[config.mk]
export PLATFORM = sky130hd
export DESIGN_NAME = upir_regs
export DESIGN_NICKNAME = d
export VERILOG_FILES = /design/src/hw/upir_pkg.sv /design/src/hw/upir_edge_detect.sv /design/src/hw/upir_regs.sv
export SDC_FILE = /design/constraint.sdc
export NUM_CORES = 1
export LEC_CHECK = 0
export ABC_AREA = 1
export CORE_ASPECT_RATIO = 1.75
export CORE_MARGIN = 3
export CORE_UTILIZATION = 65
export DETAILED_ROUTE_END_ITERATION = 8
export DONT_BUFFER_PORTS = 1
export HOLD_SLACK_MARGIN = 0.1
export PLACE_DENSITY = 0.81
export SETUP_SLACK_MARGIN = 0.05
export SLEW_MARGIN = 20
export SYNTH_ARGS = -nofsm -noshare
export SYNTH_HDL_FRONTEND = slang
export SYNTH_HIERARCHICAL = 1
export SYNTH_SLANG_ARGS = --single-unit
[constraint.sdc]
create_clock -name ref_clk_in -period 2.4 [get_ports ref_clk_in]
set_clock_uncertainty 0.2 [all_clocks]
set_input_delay 0.24 -clock ref_clk_in [delete_from_list [all_inputs] [get_ports ref_clk_in]]
set_output_delay 0.24 -clock ref_clk_in [all_outputs]
set_load 0.005 [all_outputs]
[src/hw/upir_pkg.sv]
package upir_pkg;

  // ---------------------------------------------------------------
  // widths
  // ---------------------------------------------------------------
  localparam int UPIR_AW = 6;
  localparam int UPIR_DW = 8;
  localparam int UPIR_NSRC = 5;

  // ---------------------------------------------------------------
  // register offsets
  // ---------------------------------------------------------------
  localparam logic [5:0] UPIR_RISE_WR = 6'h0D;
  localparam logic [5:0] UPIR_RISE_SET = 6'h0E;
  localparam logic [5:0] UPIR_RISE_CLR = 6'h0F;
  localparam logic [5:0] UPIR_FALL_WR = 6'h10;
  localparam logic [5:0] UPIR_FALL_SET = 6'h11;
  localparam logic [5:0] UPIR_FALL_CLR = 6'h12;
  localparam logic [5:0] UPIR_LIVE = 6'h13;
  localparam logic [5:0] UPIR_LATCH = 6'h14;
  localparam logic [5:0] UPIR_MIRROR = 6'h15;
  localparam logic [5:0] UPIR_SPARE_WR = 6'h16;
  localparam logic [5:0] UPIR_SPARE_SET = 6'h17;
  localparam logic [5:0] UPIR_SPARE_CLR = 6'h18;
  localparam logic [5:0] UPIR_IRQ_STAT = 6'h30;
  localparam logic [5:0] UPIR_IRQ_MASK = 6'h31;

  // ---------------------------------------------------------------
  // source bit positions, shared by every event register
  // ---------------------------------------------------------------
  localparam int UPIR_SRC_HOSTDISC = 0;
  localparam int UPIR_SRC_VBUS = 1;
  localparam int UPIR_SRC_SESS_OK = 2;
  localparam int UPIR_SRC_SESS_OVER = 3;
  localparam int UPIR_SRC_ID_GND = 4;
  localparam int UPIR_LINE_LO = 0;
  localparam int UPIR_LINE_HI = 1;

  // ---------------------------------------------------------------
  // values after reset
  // ---------------------------------------------------------------
  localparam logic [4:0] UPIR_EN_RESET = 5'h1F;
  localparam logic [7:0] UPIR_SPARE_RESET = 8'h00;
  localparam logic [4:0] UPIR_MASK_RESET = 5'h00;
  localparam logic [1:0] UPIR_PRIME_CYCLES = 2'h3;

  // ---------------------------------------------------------------
  // register port request
  // ---------------------------------------------------------------
  typedef struct packed {
    logic [UPIR_AW-1:0] addr;
    logic [UPIR_DW-1:0] wdata;
    logic wr;
    logic rd;
  } upir_req_s;

  // replace, set or clear a register held at three consecutive offsets
  function automatic logic [7:0] upir_wsc(
    input logic [7:0] cur,
    input logic [7:0] wdata,
    input logic [5:0] base,
    input logic [5:0] addr,
    input logic wr
  );
    logic [7:0] res;
    res = cur;
    if (wr && addr == base) begin
      res = wdata;
    end else if (wr && addr == base + 6'h01) begin
      res = cur | wdata;
    end else if (wr && addr == base + 6'h02) begin
      res = cur & ~wdata;
    end
    return res;
  endfunction : upir_wsc

endpackage : upir_pkg

[src/hw/upir_edge_detect.sv]
`timescale 1ns/1ns
module upir_edge_detect import upir_pkg::*; (
  // clock and reset
  input wire logic ref_clk_in,
  input wire logic rst_n_in,
  // raw comparator levels
  input wire logic [UPIR_NSRC-1:0] src_in,
  // synchronised levels and one-cycle edges
  output logic [UPIR_NSRC-1:0] level_out,
  output logic [UPIR_NSRC-1:0] rise_out,
  output logic [UPIR_NSRC-1:0] fall_out
);

  logic [UPIR_NSRC-1:0] meta_reg, meta_next;
  logic [UPIR_NSRC-1:0] sync_reg, sync_next;
  logic [UPIR_NSRC-1:0] prev_reg, prev_next;
  logic [UPIR_NSRC-1:0] rise_reg, rise_next;
  logic [UPIR_NSRC-1:0] fall_reg, fall_next;
  logic [1:0] prime_reg, prime_next;
  logic primed;

  // ---------------------------------------------------------------
  // edge detection
  // ---------------------------------------------------------------
  // edges are held off until the chain is filled, so the flops leaving
  // reset at zero never fake a rise on a source that is already high
  assign primed = (prime_reg == UPIR_PRIME_CYCLES);

  always_comb begin
    meta_next = src_in;
    sync_next = meta_reg; // first stage read only here
    prev_next = sync_reg;
    prime_next = primed ? prime_reg : prime_reg + 2'h1;
    rise_next = '0;
    fall_next = '0;
    for (int i = 0; i < UPIR_NSRC; i++) begin
      rise_next[i] = primed && sync_reg[i] && !prev_reg[i];
      fall_next[i] = primed && !sync_reg[i] && prev_reg[i];
    end
  end

  always_ff @(posedge ref_clk_in or negedge rst_n_in) begin
    if (!rst_n_in) begin
      meta_reg <= '0;
      sync_reg <= '0;
      prev_reg <= '0;
      rise_reg <= '0;
      fall_reg <= '0;
      prime_reg <= 2'h0;
    end else begin
      meta_reg <= meta_next;
      sync_reg <= sync_next;
      prev_reg <= prev_next;
      rise_reg <= rise_next;
      fall_reg <= fall_next;
      prime_reg <= prime_next;
    end
  end

  // levels follow the comparators, never a constant
  assign level_out = prev_reg;
  assign rise_out = rise_reg;
  assign fall_out = fall_reg;

endmodule : upir_edge_detect

[src/hw/upir_regs.sv]
// The strobed register port was left to the implementer.
`timescale 1ns/1ns
module upir_regs import upir_pkg::*; (
  // clock and reset
  input wire logic ref_clk_in,
  input wire logic rst_n_in,
  // register port
  input wire upir_req_s bus_req_in,
  output logic [UPIR_DW-1:0] rdata_out,
  // comparator levels and line state
  input wire logic [UPIR_NSRC-1:0] src_level_in,
  input wire logic [1:0] line_level_in,
  input wire logic host_mode_in,
  // notification to the link
  output logic irq_out
);

  logic [UPIR_NSRC-1:0] live;
  logic [UPIR_NSRC-1:0] rise_e;
  logic [UPIR_NSRC-1:0] fall_e;
  logic [UPIR_NSRC-1:0] src_ok;
  logic [UPIR_NSRC-1:0] ev;

  logic [4:0] rise_en_reg, rise_en_next;
  logic [4:0] fall_en_reg, fall_en_next;
  logic [4:0] latch_reg, latch_next;
  logic [7:0] spare_reg, spare_next;
  logic [4:0] irq_stat_reg, irq_stat_next;
  logic [4:0] irq_mask_reg, irq_mask_next;
  logic [1:0] line_reg, line_next;
  logic [7:0] rdata_reg, rdata_next;
  logic irq_reg, irq_next;

  logic [7:0] rise_w, fall_w, spare_w;
  logic wr, rd;
  logic [5:0] addr;
  logic [7:0] wdata;

  // ---------------------------------------------------------------
  // source synchronisation and edges
  // ---------------------------------------------------------------
  upir_edge_detect u_edge (
    .ref_clk_in(ref_clk_in),
    .rst_n_in(rst_n_in),
    .src_in(src_level_in),
    .level_out(live),
    .rise_out(rise_e),
    .fall_out(fall_e)
  );

  // host disconnect only carries meaning as a host
  always_comb begin
    src_ok = '1;
    src_ok[UPIR_SRC_HOSTDISC] = host_mode_in;
  end

  // an edge is an event only if its direction is enabled
  assign ev = ((rise_e & rise_en_reg) | (fall_e & fall_en_reg)) & src_ok;

  // ---------------------------------------------------------------
  // register port decode
  // ---------------------------------------------------------------
  assign wr = bus_req_in.wr;
  assign rd = bus_req_in.rd;
  assign addr = bus_req_in.addr;
  assign wdata = bus_req_in.wdata;

  // write, set and clear views of the three triplet registers
  assign rise_w = upir_wsc({3'h0, rise_en_reg}, wdata, UPIR_RISE_WR,
                           addr, wr);
  assign fall_w = upir_wsc({3'h0, fall_en_reg}, wdata, UPIR_FALL_WR,
                           addr, wr);
  assign spare_w = upir_wsc(spare_reg, wdata, UPIR_SPARE_WR, addr, wr);

  // ---------------------------------------------------------------
  // register state
  // ---------------------------------------------------------------
  // latch has no write path; a read clears it, a same-cycle event
  // still lands so nothing is lost between read and clear
  always_comb begin
    rise_en_next = rise_w[4:0];
    fall_en_next = fall_w[4:0];
    spare_next = spare_w;
    latch_next = latch_reg;
    if (rd && addr == UPIR_LATCH) begin
      latch_next = '0;
    end
    latch_next = latch_next | ev;
    irq_stat_next = irq_stat_reg;
    if (wr && addr == UPIR_IRQ_STAT) begin
      irq_stat_next = irq_stat_reg & ~wdata[4:0];
    end
    irq_stat_next = irq_stat_next | ev;
    irq_mask_next = irq_mask_reg;
    if (wr && addr == UPIR_IRQ_MASK) begin
      irq_mask_next = wdata[4:0];
    end
    line_next = line_level_in;
    irq_next = |(irq_stat_next & irq_mask_next);
  end

  // ---------------------------------------------------------------
  // read data
  // ---------------------------------------------------------------
  // data stand only in the cycle after the strobe, zero otherwise
  always_comb begin
    rdata_next = 8'h00;
    if (rd) begin
      case (addr)
        UPIR_RISE_WR, UPIR_RISE_SET, UPIR_RISE_CLR: begin
          rdata_next = {3'h0, rise_en_reg};
        end
        UPIR_FALL_WR, UPIR_FALL_SET, UPIR_FALL_CLR: begin
          rdata_next = {3'h0, fall_en_reg};
        end
        UPIR_LIVE: begin
          rdata_next = {3'h0, live & src_ok};
        end
        UPIR_LATCH: begin
          rdata_next = {3'h0, latch_reg};
        end
        UPIR_MIRROR: begin
          rdata_next = {6'h00, line_reg};
        end
        UPIR_SPARE_WR, UPIR_SPARE_SET, UPIR_SPARE_CLR: begin
          rdata_next = spare_reg;
        end
        UPIR_IRQ_STAT: begin
          rdata_next = {3'h0, irq_stat_reg};
        end
        UPIR_IRQ_MASK: begin
          rdata_next = {3'h0, irq_mask_reg};
        end
        default: begin
          rdata_next = 8'h00;
        end
      endcase
    end
  end

  // ---------------------------------------------------------------
  // registers
  // ---------------------------------------------------------------
  always_ff @(posedge ref_clk_in or negedge rst_n_in) begin
    if (!rst_n_in) begin
      rise_en_reg <= UPIR_EN_RESET;
      fall_en_reg <= UPIR_EN_RESET;
      latch_reg <= '0;
      spare_reg <= UPIR_SPARE_RESET;
      irq_stat_reg <= '0;
      irq_mask_reg <= UPIR_MASK_RESET;
      line_reg <= 2'h0;
      rdata_reg <= 8'h00;
      irq_reg <= 1'b0;
    end else begin
      rise_en_reg <= rise_en_next;
      fall_en_reg <= fall_en_next;
      latch_reg <= latch_next;
      spare_reg <= spare_next;
      irq_stat_reg <= irq_stat_next;
      irq_mask_reg <= irq_mask_next;
      line_reg <= line_next;
      rdata_reg <= rdata_next;
      irq_reg <= irq_next;
    end
  end

  assign rdata_out = rdata_reg;
  assign irq_out = irq_reg;
endmodule : upir_regs

## Word level (Yosys, flattened, before mapping)

Index checks and enable logic that the tools add are counted.
Widths: inputs -> output; s select.

- Bits in latches: 0
- Flip-flop bits (word level): 71
- Logic and storage cells: 111
- Output and inout port bits: 9
- ROM bits: 0
- Memory bits (writable): 0
- Memories kept: 0

- Equality and inequality tests: 15
- Div/mod/pow operators: 0
- Mux-type cells: 14
- Order comparisons: 0
- Bitwise logic cells: 17
- Reduce and logical (&&, ||, !) cells: 49
- Shift operators: 0
- Add/subtract/negate cells: 1
- Multipliers: 0

Operators by type and width:

| kind | number |
|---|---|
| $pmux 8 s8 | 1 |
| $eq 6x5->1 const B | 9 |
| $mux 5 | 9 |
| $and 5x5->5 | 8 |
| $logic_and 1x1->1 | 32 |
| $mux 8 | 4 |
| $or 5x5->5 | 5 |
| $eq 6x4->1 const B | 3 |
| $eq 6x6->1 const B | 2 |
| $logic_not 1->1 | 10 |
| $reduce_bool 3->1 | 3 |
| $reduce_or 3->1 | 3 |
| $and 8x8->8 | 1 |
| $not 8->8 | 1 |
| $or 8x8->8 | 1 |
| $not 5->5 | 1 |
| $reduce_or 5->1 | 1 |
| $add 2x1->2 const B | 1 |
| $eq 2x2->1 const B | 1 |

## Logic depth before layout (Yosys ltp)

- Depth after elaboration: 6
- Depth in mapped cells: 10

## Hierarchy

Netlist, hierarchy kept.

By module, submodules not included:

| module | times used | cells each | area an instance (um2) |
|---|---|---|---|
| upir_regs | 1 | 283 | 2253.4 |
| upir_edge_detect | 1 | 57 | 804.5 |

## Least setup slack after synthesis

OpenSTA, ideal clock, no wires.

- Path kind: input -> register
- Start point: input bus_req_in[15] (netlist bit)
- End point: register with a tool-made name
- Setup slack: 1.009 ns
- Stages on the path: 8
- Path buffers: 0
- Arrival: 1.063 ns
- Path through: inv_1 > nand2_1 > nor2_1 > nand2_1 > nor2_1 > nand2_1 > a21oi_1 > o22ai_1

RTL lines:

| item | RTL line | source |
|---|---|---|
| start, declared | upir_regs.sv:8 | `input wire upir_req_s bus_req_in,` |

==> load_flow_metrics.sql <==
INSERT INTO impl_metrics (metric_group, metric, value, unit) VALUES
('outcome', 'outcome', 'finished, final reports clean', ''),
('critical_path', 'startpoint_type', 'input pin', ''),
('die', 'die_h', '96.74', 'um'),
('clocking', 'clk_latency_worst_skew_pair', '0.35', 'ns'),
('synth', 'syn-num-nets', '367', ''),
('synth', 'seq_area_frac_synth', '0.5851', ''),
('sta', 'timing.final.crit_period', '2.242', 'ns'),
('critical_path', 'worstSetupStartpoint', 'bus_req_in[1]', ''),
('routing', 'drc', '0', ''),
('synth', 'synthDistinctLibCells', '26', ''),
('global_routing', 'number_of_antenna_violations_at_the_first_check_in_global_routing', '0', ''),
('critical_path', 'cp_cell_sequence', 'dlygate4sd3_1, nand3_1, o2bb2ai_1, dlygate4sd3_1', ''),
('place', 'place_hpwl', '4.831', 'mm'),
('routing', 'routed-via-count', '2552', ''),
('critical_path', 'cp_num_buf_inv', '2', ''),
('sta', 'final-hold-violation-count', '0', ''),
('sta', 'grt_setup_unrepaired', 'no', ''),
('critical_path', 'cp_data_required_time', '2.48', 'ns'),
('routing', 'routed_wl', '7.676', 'mm'),
('clocking', 'post_cts.resized_instances', '0', ''),
('sta', 'clock.fmax', '0.4460', 'GHz'),
('pwr', 'finalPower', '2.857', 'mW'),
('routing', 'drt-vias-per-instance', '5.840', ''),
('pwr', 'max-vdd-ir-drop', '0.7865', 'mV'),
('hold_path', 'worst_hold_path_type', 'input pin to flip-flop', ''),
('cells_and_area', 'layout.core_utilization', '0.8220', ''),
('sta', 'worst_slack', '0.1579', 'ns'),
('synth', 'synth_most_common_cell', 'nand2_1', ''),
('global_routing', 'grt_pass1_vias', '2763', ''),
('sta', 'tightestPinTransition', '0.5723', 'ns'),
('critical_path', 'max_stage_delay', '0.90', 'ns'),
('synth', 'share_of_synthesized_flip_flops_with_an_asynchronous_set_or_reset', '1.000', ''),
('cells_and_area', 'drive_above_1_share', '0.09585', ''),
('synth', 'synth-warning-count', '6', ''),
('routing', 'detailedRoute.firstIterationViolations', '212', ''),
('critical_path', 'path_max_fanout', '11', ''),
('die', 'core.rowCount', '32', ''),
('critical_path', 'rrSetupSlack', '0.88', 'ns'),
('critical_path', 'wp_depth', '4', ''),
('die', 'core_region_area', '4484', 'sq um'),
('die', 'floorplan.initialDensity', '0.6819', ''),
('clocking', 'cts_setup_buffers', '0', ''),
('sta', 'slew_violations', '0', ''),
('die', 'io_pins', '35', ''),
('synth', 'ys_top_cells_by_count', 'nand2_1 (83), dfrtp_1 (61), inv_1 (55), nor2_1 (35), nand3_1 (17)', ''),
('place', 'placement.setup.worst_slack', '0.6633', 'ns'),
('place', 'port_buffers', '0', ''),
('synth', 'yosys.area.top_type', 'dfrtp_1', ''),
('die', 'floorplan.die_area', '5596', 'sq um'),
('sta', 'timing.final.crit_share', '0.9342', ''),
('synth', 'synthesized_netlist_cell_count', '340', ''),
('synth', 'yosysTopAreaCellShare', '0.4992', ''),
('synth', 'synth_edf_count', '0', ''),
('die', 'chip_width', '57.85', 'um'),
('place', 'gp_routability_congestion', '0.9319', ''),
('global_routing', 'groute.usage.overall', '0.3096', ''),
('synth', 'synthesis.area', '3058', 'sq um'),
('clocking', 'numCtsBuffers', '9', ''),
('cells_and_area', 'area_growth_syn_to_layout', '20.54', '%'),
('synth', 'yosys_most_used_dff', 'dfrtp_1', ''),
('synth', 'synth_area_leaders', 'dfrtp_1 (50%), nand2_1 (10%), dfstp_2 (8.6%), inv_1 (6.8%), nor2_1 (4.3%)', ''),
('cells_and_area', 'final_net_count', '408', ''),
('clocking', 'cts-root-to-sink-buffers', '2', ''),
('critical_path', 'crit_type', 'input pin to flip-flop', ''),
('critical_path', 'cp_common_cell', 'dlygate4sd3_1', ''),
('critical_path', 'critical_path.top_delay_family', 'buffers and inverters', ''),
('critical_path', 'cp_data_arrival_time', '2.33', 'ns'),
('critical_path', 'endpoint_kind', 'flip-flop', ''),
('sta', 'slew_headroom', '0.6156', ''),
('routing', 'detail-route-antenna-nets', '0', ''),
('pwr', 'power_density', '775.2', 'nW/um^2');
## worst min-delay path by stage
stage                                       to  cells after the start          startpoint
global route               u_edge/prev_next[2]                      0  u_edge/meta_reg[2]
finish                         irq_stat_reg[4]                      4      bus_req_in[15]
CTS                                  flip-flop                      5       bus_req_in[1]
global placement    asynchronous set/reset pin                      0            rst_n_in
detailed placement  asynchronous set/reset pin                      0            rst_n_in
floorplan           asynchronous set/reset pin                      0            rst_n_in
## area by class of cell
type	instances	area (sq um)	share of cell area
inverter	55	206.4	0.05601
tap	51	63.81	0.01731
clock buffer	10	127.6	0.03462
clock inverter	6	110.1	0.02987
sequential	71	1789	0.4854
multi-input combinational	211	1041	0.2824
timing repair buffer	33	347.8	0.09437
## what timing repair did
action | in CTS | in global routing
hold endpoints to repair | 116 | 0
setup endpoints to repair | 0 | 1
hold buffers | 34 | 0
## per-stage QoR
step / std cells / cell area, sq um
floorplan: 340 / 3058
global placement: 388 / 3100
detailed placement: 388 / 3100
global route: 437 / 3686
CTS: 438 / 3696
finish: 437 / 3686
## worst register-to-register path: cells and delay by family, from the launching register on
kind | cells | cell delay, ns
AOI/OAI and AO/OA | 1 | 0.11
buffers and inverters | 1 | 0.60
DFF | 1 | 0.56
## cell usage in the layout (no fill, tap or decap), drive strengths merged, types with 9 or more instances in the layout
cell type	netlist	final
nand4	9	9
o21ai	15	15
nor2	38	38
inv	55	55
dlygate4sd3	0	32
clkbuf	0	10
a21oi	16	16
o22ai	15	15
nand2	86	86
nand3	18	18
dfrtp	61	61
dfstp	10	10
## per-layer routing
layer / vias up / wire length (um) / part of all wire / global-route usage
met4: 0 / 395 / 0.051 / 0.2125
met5: - / 0 / 0 / 0
met1: 1228 / 2789 / 0.36 / 0.3279
li1: 1175 / - / - / -
met3: 40 / 337 / 0.044 / 0.07477
met2: 109 / 4154 / 0.54 / 0.5192
## report_power, final
part           switching, mW  internal, mW
Combinational          0.186         0.137
Clock                  0.426         0.688
Sequential            0.0759          1.34
Total                  0.688          2.17
## logic make-up after synthesis
| logic type | count (synthesis) | synth area share |
|---|---|---|
| DFF | 71 | 0.5851 |
| adders and majority gates | 1 | 0.004091 |
| and+or+nand+nor | 155 | 0.2267 |
| buffers and inverters | 58 | 0.07447 |
| AOI/OAI and AO/OA | 55 | 0.1097 |
(Power assumes the default switching activity.)
